[config.mk]
export PLATFORM = sky130hd
export DESIGN_NAME = mrw_handler
export DESIGN_NICKNAME = d
export VERILOG_FILES = /design/src/include/mrw_pkg.sv /design/src/design/mrw_handler.sv /design/src/design/mrw_fifo.sv
export SDC_FILE = /design/constraint.sdc
export NUM_CORES = 2
export LEC_CHECK = 0
export ABC_AREA = 1
export BUFFER_PORTS_ARGS = -buffer_cell sky130_fd_sc_hd__buf_2
export CAP_MARGIN = 20
export CORE_ASPECT_RATIO = 0.5
export CORE_MARGIN = 4
export CORE_UTILIZATION = 60
export DETAILED_ROUTE_END_ITERATION = 12
export PLACE_DENSITY_LB_ADDON = 0.1
export SYNTH_ARGS = -nofsm -noshare
export SYNTH_HDL_FRONTEND = slang
export SYNTH_SLANG_ARGS = --single-unit
export TNS_END_PERCENT = 20
[constraint.sdc]
create_clock -name mclk_i -period 6.9 [get_ports mclk_i]
set_input_delay 0 -clock mclk_i [delete_from_list [all_inputs] [get_ports mclk_i]]
set_output_delay 0 -clock mclk_i [all_outputs]
set_load 0.03 [all_outputs]
[src/include/mrw_pkg.sv]
// constants and types for the combined read/write register handler
package mrw_pkg;
    localparam logic [7:0] FUNC_RW = 8'h17;          // combined read/write function code
    localparam logic [7:0] EXC_FLAG = 8'h80;         // set in function code of an exception
    localparam logic [7:0] EXC_DATA_VALUE = 8'h03;   // exception code for bad data
    localparam logic [15:0] MAX_RD = 16'h007D;       // 125 registers read at most
    localparam logic [15:0] MAX_WR = 16'h0079;       // 121 registers written at most
    localparam logic [15:0] CRC_INIT = 16'hFFFF;     // check register start value
    localparam logic [15:0] CRC_POLY = 16'hA001;     // reflected check polynomial
    localparam logic [8:0] IX_SLAVE = 9'h000;        // query byte positions
    localparam logic [8:0] IX_FUNC = 9'h001;
    localparam logic [8:0] IX_RS_HI = 9'h002;
    localparam logic [8:0] IX_RS_LO = 9'h003;
    localparam logic [8:0] IX_RC_HI = 9'h004;
    localparam logic [8:0] IX_RC_LO = 9'h005;
    localparam logic [8:0] IX_WS_HI = 9'h006;
    localparam logic [8:0] IX_WS_LO = 9'h007;
    localparam logic [8:0] IX_WC_HI = 9'h008;
    localparam logic [8:0] IX_WC_LO = 9'h009;
    localparam logic [8:0] IX_BCNT = 9'h00A;
    localparam logic [8:0] IX_DATA = 9'h00B;         // first write value byte
    localparam logic [8:0] IX_TAIL = 9'h00C;         // data start plus one check byte
    localparam logic [8:0] IX_MAX = 9'h1FF;          // byte index saturates here
    localparam int FIFO_DEPTH = 32;
    localparam int BYTE_W = 8;

    typedef enum logic [2:0] {
        MRW_RX, MRW_WR, MRW_HDR, MRW_RD, MRW_RDH, MRW_RDL, MRW_CRCL, MRW_CRCH
    } mrw_state_t;
endpackage

[src/design/mrw_handler.sv]
// slave handler for the combined write-then-read holding register query
// Functional notes
// - all writes done before any read
// - read part limited to 125 registers
// - write part limited to 121 registers
// - reads issued in ascending address order
// - writes committed ascending from write start
// - rejected values do not stop other writes
// - query fields parsed in fixed order
// - byte count must equal twice write count
// - response echoes address, function, read byte count
// - register values sent upper byte first
// - frame check low byte first, over preceding bytes
`timescale 1ns/1ps
module mrw_handler (
    input wire logic mclk_i,                  // 40 MHz clock
    input wire logic sys_rst_i,               // async reset, high
    input wire logic [7:0] my_addr_i,         // own slave address
    input wire logic rx_start_i,              // pulse: new query begins
    input wire logic [7:0] rx_data_i,         // query byte
    input wire logic rx_valid_i,              // query byte valid
    output logic rx_ready_o,                  // handler takes bytes
    output logic reg_req_o,                   // register access request
    output logic reg_we_o,                    // 1 write, 0 read
    output logic [15:0] reg_addr_o,           // register address
    output logic [15:0] reg_wdata_o,          // value to write
    input wire logic [15:0] reg_rdata_i,      // value read
    input wire logic reg_ack_i,               // access done pulse
    input wire logic reg_err_i,               // write value rejected
    output logic [7:0] tx_data_o,             // response byte
    output logic tx_valid_o,                  // response byte valid
    input wire logic tx_ready_i,              // response byte taken
    output logic busy_o                       // query in progress
);
    import mrw_pkg::*;

    mrw_state_t state, next_state;
    logic [8:0] idx, next_idx;
    logic [7:0] slave, next_slave, func, next_func, bcnt, next_bcnt, hi, next_hi;
    logic [15:0] rd_start, next_rd_start, rd_cnt, next_rd_cnt;
    logic [15:0] wr_start, next_wr_start, wr_cnt, next_wr_cnt;
    logic [15:0] crc, next_crc, tcrc, next_tcrc, rbuf, next_rbuf;
    logic [15:0] next_addr, next_wdata;
    logic [6:0] wi, next_wi, ri, next_ri;
    logic [1:0] sub, next_sub;
    logic bad, next_bad, exc, next_exc, next_req, next_we;
    logic [15:0] wbuf [128];
    logic wb_we;
    logic [6:0] wb_idx;
    logic [15:0] wb_d;
    logic push_v, push_rdy, fire;
    logic [7:0] push_d;
    logic [8:0] data_off;

    // one byte step of the reflected check
    function automatic logic [15:0] crc_byte(input logic [15:0] c, input logic [7:0] b);
        logic [15:0] r;
        r = c ^ {8'h00, b};
        for (int k = 0; k < 8; k++) begin
            r = r[0] ? ((r >> 1) ^ CRC_POLY) : (r >> 1);
        end
        return r;
    endfunction

    // parser, access sequencer and response builder next values
    always_comb begin
        next_state = state;
        next_idx = idx;
        next_slave = slave;
        next_func = func;
        next_bcnt = bcnt;
        next_hi = hi;
        next_rd_start = rd_start;
        next_rd_cnt = rd_cnt;
        next_wr_start = wr_start;
        next_wr_cnt = wr_cnt;
        next_crc = crc;
        next_tcrc = tcrc;
        next_rbuf = rbuf;
        next_addr = reg_addr_o;
        next_wdata = reg_wdata_o;
        next_req = reg_req_o;
        next_we = reg_we_o;
        next_wi = wi;
        next_ri = ri;
        next_sub = sub;
        next_bad = bad;
        next_exc = exc;
        wb_we = 1'b0;
        data_off = idx - IX_DATA;
        wb_idx = data_off[7:1];
        wb_d = {hi, rx_data_i};
        // only response states offer bytes; fire is settled before the case reads it
        push_v = (state != MRW_RX) && (state != MRW_WR) && (state != MRW_RD);
        fire = push_v && push_rdy;
        push_d = 8'h00;
        unique case (state)
            MRW_RX: begin
                if (rx_start_i) begin
                    next_idx = IX_SLAVE;
                    next_crc = CRC_INIT;
                end else if (rx_valid_i) begin
                    next_crc = crc_byte(crc, rx_data_i);
                    next_idx = (idx == IX_MAX) ? idx : 9'(idx + 1'b1);
                    // fields taken in their fixed order
                    unique case (idx)
                        IX_SLAVE: next_slave = rx_data_i;
                        IX_FUNC: next_func = rx_data_i;
                        IX_RS_HI: next_rd_start[15:8] = rx_data_i;
                        IX_RS_LO: next_rd_start[7:0] = rx_data_i;
                        IX_RC_HI: next_rd_cnt[15:8] = rx_data_i;
                        IX_RC_LO: next_rd_cnt[7:0] = rx_data_i;
                        IX_WS_HI: next_wr_start[15:8] = rx_data_i;
                        IX_WS_LO: next_wr_start[7:0] = rx_data_i;
                        IX_WC_HI: next_wr_cnt[15:8] = rx_data_i;
                        IX_WC_LO: next_wr_cnt[7:0] = rx_data_i;
                        IX_BCNT: begin
                            next_bcnt = rx_data_i;
                            next_bad = (rd_cnt == 16'h0000) || (rd_cnt > MAX_RD)
                                || (wr_cnt == 16'h0000) || (wr_cnt > MAX_WR)
                                || ({8'h00, rx_data_i} != {wr_cnt[14:0], 1'b0});
                        end
                        default: begin
                            // write values stored only when the counts and byte count are valid
                            if (idx < 9'({1'b0, bcnt} + IX_DATA)) begin
                                next_hi = rx_data_i;
                                wb_we = data_off[0] && !bad;
                            end
                            if (idx == 9'({1'b0, bcnt} + IX_TAIL)) begin
                                next_idx = IX_MAX;
                                if (next_crc == 16'h0000 && slave == my_addr_i
                                    && func == FUNC_RW) begin
                                    next_tcrc = CRC_INIT;
                                    next_sub = 2'd0;
                                    next_wi = 7'd0;
                                    next_exc = bad;
                                    next_state = bad ? MRW_HDR : MRW_WR;
                                end
                            end
                        end
                    endcase
                end
            end
            MRW_WR: begin
                // writes one by one, ascending, before any read
                if (!reg_req_o) begin
                    next_req = 1'b1;
                    next_we = 1'b1;
                    next_addr = wr_start + {9'h000, wi};
                    next_wdata = wbuf[wi];
                end else if (reg_ack_i) begin
                    next_req = 1'b0;
                    next_exc = exc || reg_err_i;
                    if ({9'h000, wi} == wr_cnt - 16'h0001) begin
                        next_state = MRW_HDR;
                    end else begin
                        next_wi = 7'(wi + 1'b1);
                    end
                end
            end
            MRW_HDR: begin
                // echo address and function, then byte count or code
                push_v = 1'b1;
                unique case (sub)
                    2'd0: push_d = slave;
                    2'd1: push_d = exc ? (func | EXC_FLAG) : func;
                    default: push_d = exc ? EXC_DATA_VALUE : {rd_cnt[6:0], 1'b0};
                endcase
                if (fire) begin
                    next_sub = 2'(sub + 1'b1);
                    next_ri = 7'd0;
                    if (sub == 2'd2) begin
                        next_state = exc ? MRW_CRCL : MRW_RD;
                    end
                end
            end
            MRW_RD: begin
                // reads fetched ascending from read start
                if (!reg_req_o) begin
                    next_req = 1'b1;
                    next_we = 1'b0;
                    next_addr = rd_start + {9'h000, ri};
                end else if (reg_ack_i) begin
                    next_req = 1'b0;
                    next_rbuf = reg_rdata_i;
                    next_state = MRW_RDH;
                end
            end
            MRW_RDH: begin
                push_v = 1'b1;
                push_d = rbuf[15:8];
                if (fire) begin
                    next_state = MRW_RDL;
                end
            end
            MRW_RDL: begin
                push_v = 1'b1;
                push_d = rbuf[7:0];
                if (fire) begin
                    next_ri = 7'(ri + 1'b1);
                    next_state = ({9'h000, ri} == rd_cnt - 16'h0001) ? MRW_CRCL : MRW_RD;
                end
            end
            MRW_CRCL: begin
                push_v = 1'b1;
                push_d = tcrc[7:0];
                if (fire) begin
                    next_state = MRW_CRCH;
                end
            end
            MRW_CRCH: begin
                push_v = 1'b1;
                push_d = tcrc[15:8];
                if (fire) begin
                    next_state = MRW_RX;
                    next_idx = IX_SLAVE;
                    next_crc = CRC_INIT;
                end
            end
        endcase
        if (fire && state != MRW_CRCL && state != MRW_CRCH) begin
            next_tcrc = crc_byte(tcrc, push_d);
        end
    end

    // handler state registers
    always_ff @(posedge mclk_i or posedge sys_rst_i) begin
        if (sys_rst_i) begin
            state <= MRW_RX;
            idx <= IX_SLAVE;
            slave <= 8'h00;
            func <= 8'h00;
            bcnt <= 8'h00;
            hi <= 8'h00;
            rd_start <= 16'h0000;
            rd_cnt <= 16'h0000;
            wr_start <= 16'h0000;
            wr_cnt <= 16'h0000;
            crc <= CRC_INIT;
            tcrc <= CRC_INIT;
            rbuf <= 16'h0000;
            reg_addr_o <= 16'h0000;
            reg_wdata_o <= 16'h0000;
            reg_req_o <= 1'b0;
            reg_we_o <= 1'b0;
            wi <= 7'd0;
            ri <= 7'd0;
            sub <= 2'd0;
            bad <= 1'b0;
            exc <= 1'b0;
            rx_ready_o <= 1'b0;
            busy_o <= 1'b0;
        end else begin
            state <= next_state;
            idx <= next_idx;
            slave <= next_slave;
            func <= next_func;
            bcnt <= next_bcnt;
            hi <= next_hi;
            rd_start <= next_rd_start;
            rd_cnt <= next_rd_cnt;
            wr_start <= next_wr_start;
            wr_cnt <= next_wr_cnt;
            crc <= next_crc;
            tcrc <= next_tcrc;
            rbuf <= next_rbuf;
            reg_addr_o <= next_addr;
            reg_wdata_o <= next_wdata;
            reg_req_o <= next_req;
            reg_we_o <= next_we;
            wi <= next_wi;
            ri <= next_ri;
            sub <= next_sub;
            bad <= next_bad;
            exc <= next_exc;
            rx_ready_o <= (next_state == MRW_RX);
            busy_o <= (next_state != MRW_RX);
        end
    end

    // write value store
    always_ff @(posedge mclk_i) begin
        if (wb_we) begin
            wbuf[wb_idx] <= wb_d;
        end
    end

    // response bytes wait here until the link takes them
    mrw_fifo #(.WIDTH(BYTE_W), .DEPTH(FIFO_DEPTH)) u_fifo (
        .clk_i(mclk_i),
        .rst_i(sys_rst_i),
        .in_data_i(push_d),
        .in_valid_i(push_v),
        .in_ready_o(push_rdy),
        .out_data_o(tx_data_o),
        .out_valid_o(tx_valid_o),
        .out_ready_i(tx_ready_i)
    );
endmodule

[src/design/mrw_fifo.sv]
// response byte buffer with valid/ready on both sides
`timescale 1ns/1ps
module mrw_fifo #(
    parameter int WIDTH = 8,
    parameter int DEPTH = 32
) (
    input wire logic clk_i,               // clock
    input wire logic rst_i,               // async reset, high
    input wire logic [WIDTH-1:0] in_data_i, // data to store
    input wire logic in_valid_i,          // store request
    output logic in_ready_o,              // room available
    output logic [WIDTH-1:0] out_data_o,  // head data
    output logic out_valid_o,             // head valid
    input wire logic out_ready_i          // head taken
);
    localparam int AW = $clog2(DEPTH);
    logic [WIDTH-1:0] mem [DEPTH];
    logic [AW-1:0] wr_ptr, rd_ptr, next_wr_ptr, next_rd_ptr;
    logic [AW:0] count, next_count;
    logic push, pop;

    // pointer and fill level next values
    always_comb begin
        push = in_valid_i && in_ready_o;
        pop = out_valid_o && out_ready_i;
        next_wr_ptr = push ? AW'(wr_ptr + 1'b1) : wr_ptr;
        next_rd_ptr = pop ? AW'(rd_ptr + 1'b1) : rd_ptr;
        next_count = count;
        if (push && !pop) begin
            next_count = (AW+1)'(count + 1'b1);
        end else if (pop && !push) begin
            next_count = (AW+1)'(count - 1'b1);
        end
    end

    // pointer, level and flag registers
    always_ff @(posedge clk_i or posedge rst_i) begin
        if (rst_i) begin
            wr_ptr <= '0;
            rd_ptr <= '0;
            count <= '0;
            in_ready_o <= 1'b0;
            out_valid_o <= 1'b0;
        end else begin
            wr_ptr <= next_wr_ptr;
            rd_ptr <= next_rd_ptr;
            count <= next_count;
            in_ready_o <= (next_count != (AW+1)'(DEPTH));
            out_valid_o <= (next_count != '0);
        end
    end

    // storage array
    always_ff @(posedge clk_i) begin
        if (push) begin
            mem[wr_ptr] <= in_data_i;
        end
    end

    assign out_data_o = mem[rd_ptr];
endmodule

-- After elaboration in Yosys (flattened, before gate mapping)
Memory sizes are Yosys's and may differ from the RTL's. A register that Yosys moved wholly into a read port is not among the register bits.
Index checks and enable logic that the tools add are counted.
Widths: inputs -> output; s select.
- register bits after elaboration: 212
- RAM bits: 2304
- input bits: 39
- output and inout port bits: 45
- logic and storage cells: 288
- memories kept: 2
- memories (memory ; depth ; bits a word ; rd ports ; clocked after Yosys merged registers in ; wr ports ; RTL line ; text):
    wbuf ; 128 ; 16 ; 1 ; 1 ; 1 ; mrw_handler.sv:47 ; logic [15:0] wbuf [128];
    u_fifo.mem ; 32 ; 8 ; 1 ; 0 ; 1 ; mrw_fifo.sv:17 ; logic [WIDTH-1:0] mem [DEPTH];
- $add $sub $neg: 15
- order comparisons: 3
- equal/unequal tests: 47
- muxes and demuxes: 105
- bitwise gates (word level): 21
- reduce and logical (&&, ||, !) cells: 63
- operator list (operator ; count):
    $mux 16 ; 28
    $mux 7 ; 10
    $pmux 16 s2 ; 2
    $mux 3 ; 18
    $mux 9 ; 6
    $logic_not 16->1 ; 3
    $not 2->3 ; 16
    $reduce_and 4->1 ; 11
    $pmux 8 s5 ; 1
    $eq 9x3->1 const B ; 4
    $add 16x7->16 ; 2
    $eq 7x16->1 ; 2
    $gt 16x7->1 const B ; 2
    $sub 16x1->16 const B ; 2
    $xor 16x8->16 ; 2
    $pmux 7 s2 ; 2
    $eq 9x4->1 const B ; 3
    $ne 2x2->1 const B ; 13
    $pmux 3 s8 ; 1
    $mux 1 ; 21
    $add 8x4->9 const B ; 2
    $eq 9x2->1 const B ; 2
    $pmux 9 s2 ; 1
    $reduce_bool 2->1 ; 9
    other kinds (49) ; 91

-- Logic depth before layout (Yosys ltp)
- word-level depth: 27
- gate-level depth with buffers: 22

-- Cells and area by module
A second synthesis with hierarchy kept.
- cells, all modules: 8748
- area total of the unflattened synthesis: 104337.6 um^2
- by module, submodules not included (module ; instances ; cells each ; area each (um^2) ; sequential area each (um^2)):
    mrw_handler ; 1 ; 7626 ; 92561.3 ; 66794.1
    mrw_fifo ; 1 ; 1122 ; 11776.3 ; 8137.8

-- Worst setup path before layout
OpenSTA, ideal clock, no wires.
- kind: reg2reg
- from: reg bcnt[2]
- to: mem wbuf[100][0] (enable)
- setup time: 0.389 ns
- arrival: 3.159 ns
- slack: 3.353 ns
- stages on the path, launching flop included: 16
- period minus slack after synthesis: 3.547 ns
- path through: dfrtp_1 ha_1 a21oi_1 nor2_1 xnor2_1 ha_1 nand2_1 nor2_1 nand2_1 nor2_1 a211oi_1 nand4_2 nor2_4 nand2_2 buf_6 nor2_1
- longest elaborated chain between the ends: 9
- RTL lines (element ; RTL line ; text):
    start: declaration ; mrw_handler.sv:39 ; logic [7:0] slave, next_slave, func, next_func, bcnt, next_bcnt, hi, next_hi;
    start signal: assignment ; mrw_handler.sv:258 ; bcnt <= next_bcnt;
    $add 8x4->9 ; mrw_handler.sv:125 ; if (idx < 9'({1'b0, bcnt} + IX_DATA)) begin
    $lt 9x9->1 ; mrw_handler.sv:125 ;
    $mux 1 ; mrw_handler.sv:125 ;
    $mux 1 ; mrw_handler.sv:106 ; unique case (idx)
    $mux 1 ; mrw_handler.sv:102 ; end else if (rx_valid_i) begin
    $mux 1 ; mrw_handler.sv:99 ; if (rx_start_i) begin
    $mux 1 ; mrw_handler.sv:97 ; unique case (state)
    $mux 1 ; mrw_handler.sv:283 ; if (wb_we) begin
    $mux 1 (implied by the code) ; mrw_handler.sv:284 ; wbuf[wb_idx] <= wb_d;
    end: declaration ; mrw_handler.sv:47 ;
Every way passes these cells.

-- Final worst setup path
- from: reg state[2]
- to: mem wbuf[125][5] (enable)
- longest elaborated chain between the ends: 4
- RTL lines (element ; RTL line ; text):
    start: declaration ; mrw_handler.sv:37 ; mrw_state_t state, next_state;
    start signal: assignment ; mrw_handler.sv:254 ; state <= next_state;
    $logic_not 3->1 ; mrw_handler.sv:97 ;
    $mux 1 ; mrw_handler.sv:97 ;
    $mux 1 ; mrw_handler.sv:283 ;
    $mux 1 (implied by the code) ; mrw_handler.sv:284 ;
Every way passes these cells.

==> impl_metrics.toml <==
[timing]
finalCritPeriodShare_pct = 70.9
rsz0062_at_grt = "no"
setup_viol = 0
max_slew.worst_pin.slew_ps = 1130
finalHoldViolations = 0
fmax_ghz = 0.204
slew-limit-headroom_pct = 24.5
layout_min_cycle_time_ps = 4890
worst_clock_skew_ps = 71.8
finalSetupTns_ps = 0
finalMaxSlewViolations = 0

[grt]
grt_start_max_net_pins = 184
grt_pass1_wl_um = 421000
track_usage_pct = 31.5
gr-total-overflow = 0
grt_pass1_vias = 64921
grt_antenna_before_repair = 7

[synth]
synth_flop_cell = "edfxtp_1"
ys_seq_area_share_pct = 72.5
ys_warn_count = 0
synthArstFlopShare_pct = 9.00
syn-num-nets = 8500
synth_area_um2 = 103000
yosysMostFrequentCell = "edfxtp_1"
netlist_instances = 8411
synth_top_area_share_pct = 66.9
yosysTopAreaCell = "edfxtp_1"
synth.distinct_cells = 56
syn_avg_cell_area_um2 = 12.3
synthTopCellsByArea = "edfxtp_1, o21ai_0, nor2_1"
synth_edf_count = 2304
synth_common_cells = "edfxtp_1, nor2_1, o21ai_0"
ys_seq_elements = 2532

[placement]
portBuffers = 83
placed_cells = 10459
gp_congestion = 0.941
hpwlAfterDp_um = 165000

[critical_path]
arrival_ps = 5470
critPathKind = "flip-flop to flip-flop"
crit_path_end_kind = "flip-flop"
path_max_fanout = 29
start_kind = "flip-flop"
crit_required_ps = 7480

[die]
dieArea_um2 = 179000
num_rows = 107
io_pins = 84
core-area_um2 = 171000
initial_core_util_pct = 60.6
dieHeight_um = 302
die_w_um = 595

[routing]
drc_errors = 0
num_vias = 69326
firstDrtPassIters = 6
finalWirelength_um = 287000
drtIter0Drc = 9782
viasPerCell = 6.36
wl_per_cell_um = 26.3
ant_nets = 0

[clock_network]
cts_made_buffers = 216
postCtsSetupBuffers = 0
clk_pin_slew_ps = 60
clock-sinks = 2532
cts_resized = 0
cts_tree = "done"
ctsRootBufferMaster = "clkbuf_16"
cts_buffer_depth = 4
htree_levels = 4
clk_latency_ps = 890
cts_hold_buffers = 52

[pwr]
clkPwrFrac_pct = 29.0
p_int_w = 0.0270
power_density_nw_per_um2 = 358
irDropWorstVdd_mv = 0.334
comb_power_share_pct = 23.9
p_sw_w = 0.0137
seqPwrFrac_pct = 47.0
p_leak_nw = 38.5
p_total_w = 0.0407
swShare_pct = 33.6

[final_layout]
final_cells = 10905
fin_util_pct = 66.6
area_delta_synth_final_pct = 10.0
drive_gt1_share_pct = 8.46
n_fill_cell = 12407
fin_nets = 8532

[job]
drv_cap = 0

[hold_path]
hp-class = "input pin to flip-flop"

[outcome]
status = "completed"
## final timing paths
kind                                       from                     end  slack (ps)  cells after the start
hold reg to reg            rbuf[13]$_DFFE_PP0P_    rbuf[13]$_DFFE_PP0P_         480                      2
min in group asynchronous             sys_rst_i     rbuf[3]$_DFFE_PP0P_         470                      4
max in group asynchronous             sys_rst_i       hi[0]$_DFFE_PP0P_        5140                      5
setup reg to reg             state[2]$_DFF_PP0_  wbuf[125][5]$_DFFE_PP_        2010                     12
setup / recovery             state[2]$_DFF_PP0_  wbuf[125][5]$_DFFE_PP_        2010                     12
hold / removal                     my_addr_i[4]      sub[1]$_DFFE_PP0P_          80                     10
## metrics by stage
step                      worst slack [ps]  cell area, µm²  hold WS (ps)
after floorplan                        705          103000          98.9
after global placement                2070          106000           193
after detailed placement              2120          107000           182
after CTS                             2160          114000          15.1
after global routing                  1760          114000           106
final                                 2010          114000          76.1
## layout by cell type (no fill, tap or decap), drive strengths merged, types with 48 or more instances in the layout
cell type and n:
a21oi 138, buf 310, clkbuf 280, clkinv 91, dfrtp 196, dlygate4sd3 52
edfxtp 2304, ha 48, inv 206, nand2 763, nand3 389, nand4 82
nor2 1505, o21ai 1345, o221ai 250, o22ai 340, xor2 59
## metal layers
| metal | vias to the layer above | global-route usage (%) | wire length [µm] |
|---|---|---|---|
| met5 | - | 0 | 0 |
| met4 | 0 | 9.65 | 9270 |
| met3 | 524 | 7.84 | 33600 |
| met2 | 3679 | 46.9 | 127000 |
| met1 | 34180 | 46.4 | 117000 |
| li1 | 30943 | - | - |
## critical path: stages (launching register included)
cell and delay [ps]:
dfrtp_1 700, nor2_2 360, inv_2 90, nor2_4 180, inv_2 90, nor2_4 410, inv_2 270, nor2_2 210
nand4_2 210, nor2_4 220, nand2_2 650, nor2_1 1000, buf_6 240
## flip-flops by register name, summed over array words and instances (netlist names), 9 cells and up
register and flops:
reg_wdata_o 16, crc 16, rd_cnt 16, rbuf 16
rd_start 16, u_fifo.mem 256, wr_cnt 16, idx 9
reg_addr_o 16, tcrc 16, wbuf 2048, wr_start 16
## power groups by stage
stage / clock network, W / registers [W] / logic (W)
floorplan: 0 / 0.0193 / 0.00583
global placement: 0 / 0.0195 / 0.00931
detailed placement: 0 / 0.0195 / 0.00944
CTS: 0.0119 / 0.0192 / 0.00951
global route: 0.0126 / 0.0192 / 0.0106
finish: 0.0118 / 0.0191 / 0.00975
## area by class of cell
cell class | count | area (µm²) | area share, %
timing repair buffer | 362 | 2930 | 2.58
inverter | 208 | 815 | 0.716
clock inverter | 108 | 835 | 0.734
tap | 2289 | 2860 | 2.52
multi-input combinational | 5123 | 25500 | 22.4
antenna | 3 | 7.51 | 0.00660
sequential | 2532 | 75000 | 65.9
clock buffer | 280 | 5820 | 5.12
## cell families after synthesis
family                   synth area share [%]
buffers and inverters                    2.89
AO/OA/AOI/OAI                            12.0
XOR/XNOR                                0.803
multiplexers                          0.00968
flip-flops                               72.5
AND/OR/NAND/NOR                          11.2
adder cells (fa/ha/maj)                 0.620
(Power assumes the default switching activity.)
